File: config.mk
export PLATFORM = sky130hd
export DESIGN_NAME = rgb_panel_frame_timing
export DESIGN_NICKNAME = d
export VERILOG_FILES = /design/src/design/dot_clock_divider.v /design/src/design/timing_counter.v /design/src/design/rgb_panel_frame_timing.v
export VERILOG_INCLUDE_DIRS = /design/src /design/src/design
export SDC_FILE = /design/constraint.sdc
export NUM_CORES = 1
export LEC_CHECK = 0
export BUFFER_PORTS_ARGS = -buffer_cell sky130_fd_sc_hd__buf_2
export CAP_MARGIN = 20
export CORE_ASPECT_RATIO = 0.7
export CORE_UTILIZATION = 46
export CTS_CLUSTER_SIZE = 8
export DETAILED_ROUTE_END_ITERATION = 6
export PLACE_DENSITY = 0.7
export SYNTH_ARGS = -nofsm -noshare
export SYNTH_HDL_FRONTEND = slang
export SYNTH_SLANG_ARGS = --single-unit
File: constraint.sdc
create_clock -name ref_clk_i -period 3.6 [get_ports ref_clk_i]
set_input_delay 0.36 -clock ref_clk_i [delete_from_list [all_inputs] [get_ports ref_clk_i]]
set_output_delay 0.36 -clock ref_clk_i [all_outputs]
set_load 0.01 [all_outputs]
File: src/design/rgb_panel_consts.vh
`ifndef RGB_PANEL_CONSTS_VH
`define RGB_PANEL_CONSTS_VH

// ==================================================
// Clock figures, in ns
`define REF_CLK_PERIOD_NS    10
`define DOT_CLK_PERIOD_NS    80
// Reference cycles per dot clock, and the phases that mark its edges
`define DOT_DIV              (`DOT_CLK_PERIOD_NS / `REF_CLK_PERIOD_NS)
`define DOT_HIGH_PHASES      3'h4
`define DOT_UPDATE_PHASE     3'h3

// ==================================================
// Line timing, in dot clocks
`define H_ACTIVE_PIXELS      11'h140
`define H_SYNC_MIN           8'h03
`define H_BACK_PORCH_MIN     8'h03
`define H_FRONT_PORCH_MIN    8'h03

// ==================================================
// Frame timing, in lines
`define V_ACTIVE_LINES       11'h1E0
`define V_SYNC_MIN           8'h02
`define V_BACK_PORCH_MIN     8'h02
`define V_FRONT_PORCH_MIN    8'h02

// ==================================================
// Reset values
`define PIXEL_RESET          18'h00000
`define POS_RESET            11'h000

`endif

File: src/design/dot_clock_divider.v
`timescale 1ns/1ps
`include "rgb_panel_consts.vh"

module dot_clock_divider (
   input  wire       ref_clk_i,
   input  wire       rst_i,
   output reg        pixel_clock_o,
   output wire       update_o
);

   reg  [2:0] phase;
   wire [2:0] next_phase;

   assign next_phase = phase + 3'h1;
   // Pulse in the last cycle before the falling edge: outputs change with it
   assign update_o   = (phase == `DOT_UPDATE_PHASE);

   always @(posedge ref_clk_i or posedge rst_i) begin
      if (rst_i) begin
         phase         <= 3'h0;
         pixel_clock_o <= 1'b1;
      end else begin
         phase         <= next_phase;
         pixel_clock_o <= (next_phase < `DOT_HIGH_PHASES);
      end
   end

endmodule // dot_clock_divider

File: src/design/timing_counter.v
`timescale 1ns/1ps
`include "rgb_panel_consts.vh"

module timing_counter (
   input  wire        ref_clk_i,
   input  wire        rst_i,
   input  wire        step_i,
   input  wire [7:0]  sync_len_i,
   input  wire [7:0]  back_len_i,
   input  wire [10:0] active_len_i,
   input  wire [7:0]  front_len_i,
   output wire        sync_o,
   output wire        active_o,
   output wire        last_o
);

   reg  [10:0] pos;
   wire [10:0] act_start;
   wire [10:0] act_end;
   wire [10:0] total;

   // ==================================================
   // Phase boundaries: sync, back porch, active, front porch
   assign act_start = {3'h0, sync_len_i} + {3'h0, back_len_i};
   assign act_end   = act_start + active_len_i;
   assign total     = act_end + {3'h0, front_len_i};

   assign sync_o    = (pos < {3'h0, sync_len_i});
   assign active_o  = (pos >= act_start) && (pos < act_end);
   assign last_o    = (pos >= total - 11'h001);

   always @(posedge ref_clk_i or posedge rst_i) begin
      if (rst_i) begin
         pos <= `POS_RESET;
      end else if (step_i) begin
         if (last_o) begin
            pos <= `POS_RESET;
         end else begin
            pos <= pos + 11'h001;
         end
      end
   end

endmodule // timing_counter

File: src/design/rgb_panel_frame_timing.v
// How it works
// - Line sync held active at least 3 dot clocks each line.
// - At least 3 dot clocks of back porch after line sync.
// - Exactly 320 active pixel clocks per line, one pixel each.
// - At least 3 dot clocks of front porch before next line sync.
// - Frame sync held active at least 2 lines per frame.
// - At least 2 blank back porch lines after frame sync.
// - Exactly 480 active lines per frame.
// - At least 2 blank front porch lines before next frame sync.
// - Frame rate between 50 and 80 Hz, 60 Hz typical.
// - Dot clock between 10 and 15 MHz, 12.5 MHz typical.
// - Frame period is sync plus back porch, active and front porch lines.
// - Line period is sync plus back porch, active and front porch clocks.
// - Dot clock and line sync run continuously while pixels flow.
// - Pixel valid qualifies the RGB stream; the panel trusts it.
`timescale 1ns/1ps
`include "rgb_panel_consts.vh"

module rgb_panel_frame_timing (
   input  wire        ref_clk_i,
   input  wire        rst_i,
   input  wire [17:0] pixel_data_i,
   input  wire [7:0]  hsync_width_i,
   input  wire [7:0]  h_back_porch_i,
   input  wire [7:0]  h_front_porch_i,
   input  wire [7:0]  vsync_width_i,
   input  wire [7:0]  v_back_porch_i,
   input  wire [7:0]  v_front_porch_i,
   output wire        pixel_clock_o,
   output reg         hsync_n_o,
   output reg         vsync_n_o,
   output reg         pixel_valid_o,
   output reg  [17:0] pixel_data_o,
   output reg         pixel_take_o,
   output reg         frame_start_o
);

   wire       update;
   wire       h_sync;
   wire       h_active;
   wire       h_last;
   wire       v_sync;
   wire       v_active;
   wire       v_last;
   wire       v_step;
   wire       next_valid;
   wire [7:0] h_sync_len;
   wire [7:0] h_bp_len;
   wire [7:0] h_fp_len;
   wire [7:0] v_sync_len;
   wire [7:0] v_bp_len;
   wire [7:0] v_fp_len;
   reg        first_line;

   // ==================================================
   // Programmed lengths, clamped to the panel minimums
   assign h_sync_len = (hsync_width_i   < `H_SYNC_MIN)        ? `H_SYNC_MIN        : hsync_width_i;
   assign h_bp_len   = (h_back_porch_i  < `H_BACK_PORCH_MIN)  ? `H_BACK_PORCH_MIN  : h_back_porch_i;
   assign h_fp_len   = (h_front_porch_i < `H_FRONT_PORCH_MIN) ? `H_FRONT_PORCH_MIN : h_front_porch_i;
   assign v_sync_len = (vsync_width_i   < `V_SYNC_MIN)        ? `V_SYNC_MIN        : vsync_width_i;
   assign v_bp_len   = (v_back_porch_i  < `V_BACK_PORCH_MIN)  ? `V_BACK_PORCH_MIN  : v_back_porch_i;
   assign v_fp_len   = (v_front_porch_i < `V_FRONT_PORCH_MIN) ? `V_FRONT_PORCH_MIN : v_front_porch_i;
   // Lengths above the minimums trade frame rate against dot clock

   // ==================================================
   // Dot clock: free running divide by eight of the reference clock
   dot_clock_divider u_dot_clock (
      .ref_clk_i     (ref_clk_i),
      .rst_i         (rst_i),
      .pixel_clock_o (pixel_clock_o),
      .update_o      (update)
   );

   // ==================================================
   // Line counter, one step per dot clock
   timing_counter u_line_timing (
      .ref_clk_i    (ref_clk_i),
      .rst_i        (rst_i),
      .step_i       (update),
      .sync_len_i   (h_sync_len),
      .back_len_i   (h_bp_len),
      .active_len_i (`H_ACTIVE_PIXELS),
      .front_len_i  (h_fp_len),
      .sync_o       (h_sync),
      .active_o     (h_active),
      .last_o       (h_last)
   );

   // ==================================================
   // Frame counter, one step per line
   assign v_step = update & h_last;

   timing_counter u_frame_timing (
      .ref_clk_i    (ref_clk_i),
      .rst_i        (rst_i),
      .step_i       (v_step),
      .sync_len_i   (v_sync_len),
      .back_len_i   (v_bp_len),
      .active_len_i (`V_ACTIVE_LINES),
      .front_len_i  (v_fp_len),
      .sync_o       (v_sync),
      .active_o     (v_active),
      .last_o       (v_last)
   );

   // ==================================================
   // Output stage: all panel signals change with the dot clock fall
   assign next_valid = h_active & v_active;

   always @(posedge ref_clk_i or posedge rst_i) begin
      if (rst_i) begin
         hsync_n_o     <= 1'b1;
         vsync_n_o     <= 1'b1;
         pixel_valid_o <= 1'b0;
         pixel_data_o  <= `PIXEL_RESET;
         pixel_take_o  <= 1'b0;
         frame_start_o <= 1'b0;
         first_line    <= 1'b1;
      end else begin
         pixel_take_o  <= update & next_valid;
         frame_start_o <= update & first_line & v_sync & h_sync;
         if (update) begin
            hsync_n_o     <= ~h_sync;
            vsync_n_o     <= ~v_sync;
            pixel_valid_o <= next_valid;
            if (next_valid) begin
               pixel_data_o <= pixel_data_i;
            end else begin
               pixel_data_o <= `PIXEL_RESET;
            end
            first_line <= h_last & v_last;
         end
      end
   end

endmodule // rgb_panel_frame_timing

==> metrics.yaml <==
route:
  vias_per_cell: 5.733
  ant_nets: 0
  first_iter_violations: 548
  wl_per_cell_um: 17.81
  first_pass_iters: 7
  drt-total-wl_mm: 20.66
  drc: 10
  route.vias.total: 6650
power_and_ir_drop:
  clkPwrFrac_pct: 11.3
  power_per_cell_area_nw_per_um2: 535.5
  p_comb_share_pct: 72.4
  p_sw_share_pct: 43.70
  p_leak_uw: 0.004506
  ir_drop_v: 0.0003386
  p_sw_uw: 2171
  fin_total_pwr_uw: 4968
  p_int_uw: 2797
  seq_power_share_pct: 16.4
finish:
  nets: 1174
  fillers: 846
  design_area_um2: 9276
  layout_common_cells: "buf_4 (182), ha_1 (89), buf_2 (88)"
  area_delta_synth_final_pct: 54.01
  final_common_cell: "buf_4"
  fin_cells: 1160
  diodes: 0
  drive_above_1_share_pct: 46.09
floorplanning:
  rows: 34
  io_pins: 92
  fp.coreArea_um2: 12590
  die_height_um: 97.74
  die_width_um: 138.8
  initial_core_util_pct: 47.83
  die-area_um2: 13560
global_routing:
  grt.total_usage_pct: 28.00
  busiest_layer: "met2"
  grt_max_degree: 51
  grtUsageMet3_pct: 4.708
  gr-total-overflow: 0
  use_met1_pct: 38.57
  met2_usage_pct: 45.80
  grt_pass1_vias: 6461
  grt_pass1_wl_mm: 30.86
  antenna_found_initial: 0
critical_path:
  required_ns: 3.84
  start_kind: "input pin"
  worst_setup_path_end_kind: "flip-flop"
  crit_type: "in -> reg"
  arrival_ns: 5.10
  rr_startpoint: "u_frame_timing.pos[1]"
  r2r_slack_ns: 0.55
  startpoint: "vsync_width_i[4]"
  rr_endpoint: "pixel_data_o[10]"
  endpoint: "u_frame_timing.pos[0]"
  crit_fanout: 6
  ff2ff_path_depth: 13
status:
  violations: "DRC, setup timing"
  status: "finished with violations"
clock_network:
  clockBufferDepth: 2
  clock_sinks: 50
  clk_latency_ns: 0.30
  htreeDepth: 2
  numCtsBuffers: 5
  clkTransAtPathRegs_ns: 0.07
  tritoncts: "yes"
  ctsRootBufferMaster: "clkbuf_16"
placement:
  post-dp-hpwl_mm: 14.32
  post-place-cells: 1106
  gp_congestion: 0.9579
  dpl_cell_area_um2: 7960
  portBuffers: 91
sta:
  final_hold_viol_count: 0
  min_period_ns: 4.854
  relSlewSlack_pct: 45.54
  setup_ws_ns: -1.254
  finalClockSkew_ns: 0.004571
  setup_viol: 43
  rsz0062_at_grt: "yes"
  drv_slew: 0
  worst_pin_slew_ns: 0.8161
  fin_crit_sh_pct: 134.8
  max_freq_mhz: 206.0
synthesis:
  yosysWarnings: 0
  synth_cells: 732
  synth.yosys.seq_area_share_pct: 20.86
  synth_flop_cell: "dfrtp_1"
  synth_fp_nets: 909
  synth-seq-cells: 50
  synthArstFlopShare_pct: 100.0
  yosys.cell_types.count: 63
  avgSynthCellArea_um2: 8.229
  synth-edff-count: 0
  synth_area_um2: 6023
min_path:
  min_path_type: "in -> reg"
run:
  drv_cap: 0
[state kept, by name (all words and copies together) (netlist names)]
register / flops
u_dot_clock.phase: 3
pixel_valid_o: 1
u_dot_clock.pixel_clock_o: 1
first_line: 1
u_frame_timing.pos: 11
hsync_n_o: 1
frame_start_o: 1
vsync_n_o: 1
u_line_timing.pos: 11
pixel_take_o: 1
pixel_data_o: 18
[kinds of logic (layout without fill, tap and decap cells)]
kind of cell,after synthesis,count (layout),synth area share (%)
DFF,50,50,20.86
xor gates and xnor gates,43,43,6.253
muxes,3,3,0.5193
adders and majority gates,112,112,23.39
and+or+nand+nor,185,187,15.19
AOI/OAI and AO/OA,197,197,24.66
buffers and inverters,142,406,9.140
[critical path: stages]
cell      delay, ns
buf_2          0.12
nor4_2         0.39
a21boi_1       0.18
ha_4           0.21
ha_4           0.17
a2111o_1       0.32
buf_4          0.15
a32oi_2        0.26
nand2_1        0.14
xor2_1         0.30
xnor2_1        0.13
ha_1           0.28
inv_1          0.06
o21bai_1       0.22
a21oi_2        0.10
o21ai_0        0.32
xnor2_1        0.20
ha_1           0.29
a21o_1         0.19
a31oi_4        0.28
nor2b_4        0.26
mux2_4         0.16
[worst min-delay path by stage]
stage                                     from              endpoint  slack [ns]  depth (start not counted)
after floorplan           u_dot_clock.phase[0]  u_dot_clock.phase[0]        0.40                          1
after global placement    u_dot_clock.phase[0]  u_dot_clock.phase[0]        0.41                          1
after detailed placement  u_dot_clock.phase[0]  u_dot_clock.phase[0]        0.43                          1
after CTS                     pixel_data_i[17]      pixel_data_o[17]        0.33                          3
after global routing          pixel_data_i[17]      pixel_data_o[17]        0.34                          3
final                         pixel_data_i[17]      pixel_data_o[17]        0.34                          3
[through the flow]
| step | worst slack, ns | utilization (%) | hold slack, ns | TNS (ns) |
|---|---|---|---|---|
| after floorplan | -1.054 | - | 0.4006 | -25.37 |
| after global placement | -1.516 | 63.22 | 0.4112 | -50.71 |
| after detailed placement | -1.671 | 63.22 | 0.4327 | -57.81 |
| after CTS | -1.101 | 69.55 | 0.3332 | -33.18 |
| after global routing | -1.445 | 73.67 | 0.3440 | -44.86 |
| final | -1.254 | 73.67 | 0.3419 | -35.61 |
[routing by layer]
| metal | routed length (um) | part of all wire (%) |
|---|---|---|
| met1 | 9141 | 44 |
| met2 | 9577 | 46 |
| met3 | 1676 | 8.1 |
| met4 | 264 | 1.3 |
| met5 | 0 | 0 |
[power by group through the flow]
stage	clock, uW	combinational (uW)	sequential, uW
after detailed placement	0	2590	808
after global placement	0	2460	804
after CTS	567	3080	802
final	560	3600	812
after floorplan	0	1580	762
after global routing	589	3850	819
[timing repair]
item / CTS / global route
endpoints found under the hold margin: 0 / 5
gates cloned: 2 / 0
hold buffers: 0 / 1
setup endpoints to repair: 43 / 43
pin swaps: 76 / 63
resized for setup: 86 / 75
setup buffers: 33 / 16
[cells in the mapped netlist, types with 4 or more instances]
cell type / number / area [um^2]
ha_1: 107 / 1339
inv_1: 100 / 375.4
nor2_1: 55 / 206.5
dfrtp_1: 46 / 1151
a21oi_1: 42 / 210.2
clkbuf_1: 37 / 138.9
nand3_1: 33 / 165.2
nand2_1: 29 / 108.9
o21ai_0: 28 / 140.1
a21o_1: 27 / 202.7
xnor2_1: 26 / 227.7
nor3_1: 17 / 85.08
xor2_1: 17 / 148.9
o21bai_1: 12 / 90.09
o32ai_2: 12 / 195.2
nand2b_1: 11 / 68.82
o21a_1: 9 / 67.56
nand4_1: 8 / 50.05
nor2b_1: 8 / 50.05
a22o_1: 7 / 61.31
a31oi_1: 7 / 43.79
o211ai_1: 7 / 52.55
o31ai_2: 7 / 87.58
a211oi_1: 6 / 45.04
and2_1: 5 / 31.28
or4_1: 5 / 37.54
dfstp_2: 4 / 105.1
[cell type report]
cell class                 instances  area (um^2)  share of cell area, %
multi-input combinational        542         5094                  54.91
clock buffer                       5        125.1                  1.349
timing repair buffer             298         2167                  23.36
tap                              162        202.7                  2.185
sequential                        50         1256                  13.54
clock inverter                     3        48.80                 0.5260
inverter                         100        382.9                  4.127
No activity file was read; power rests on OpenSTA's default activity.
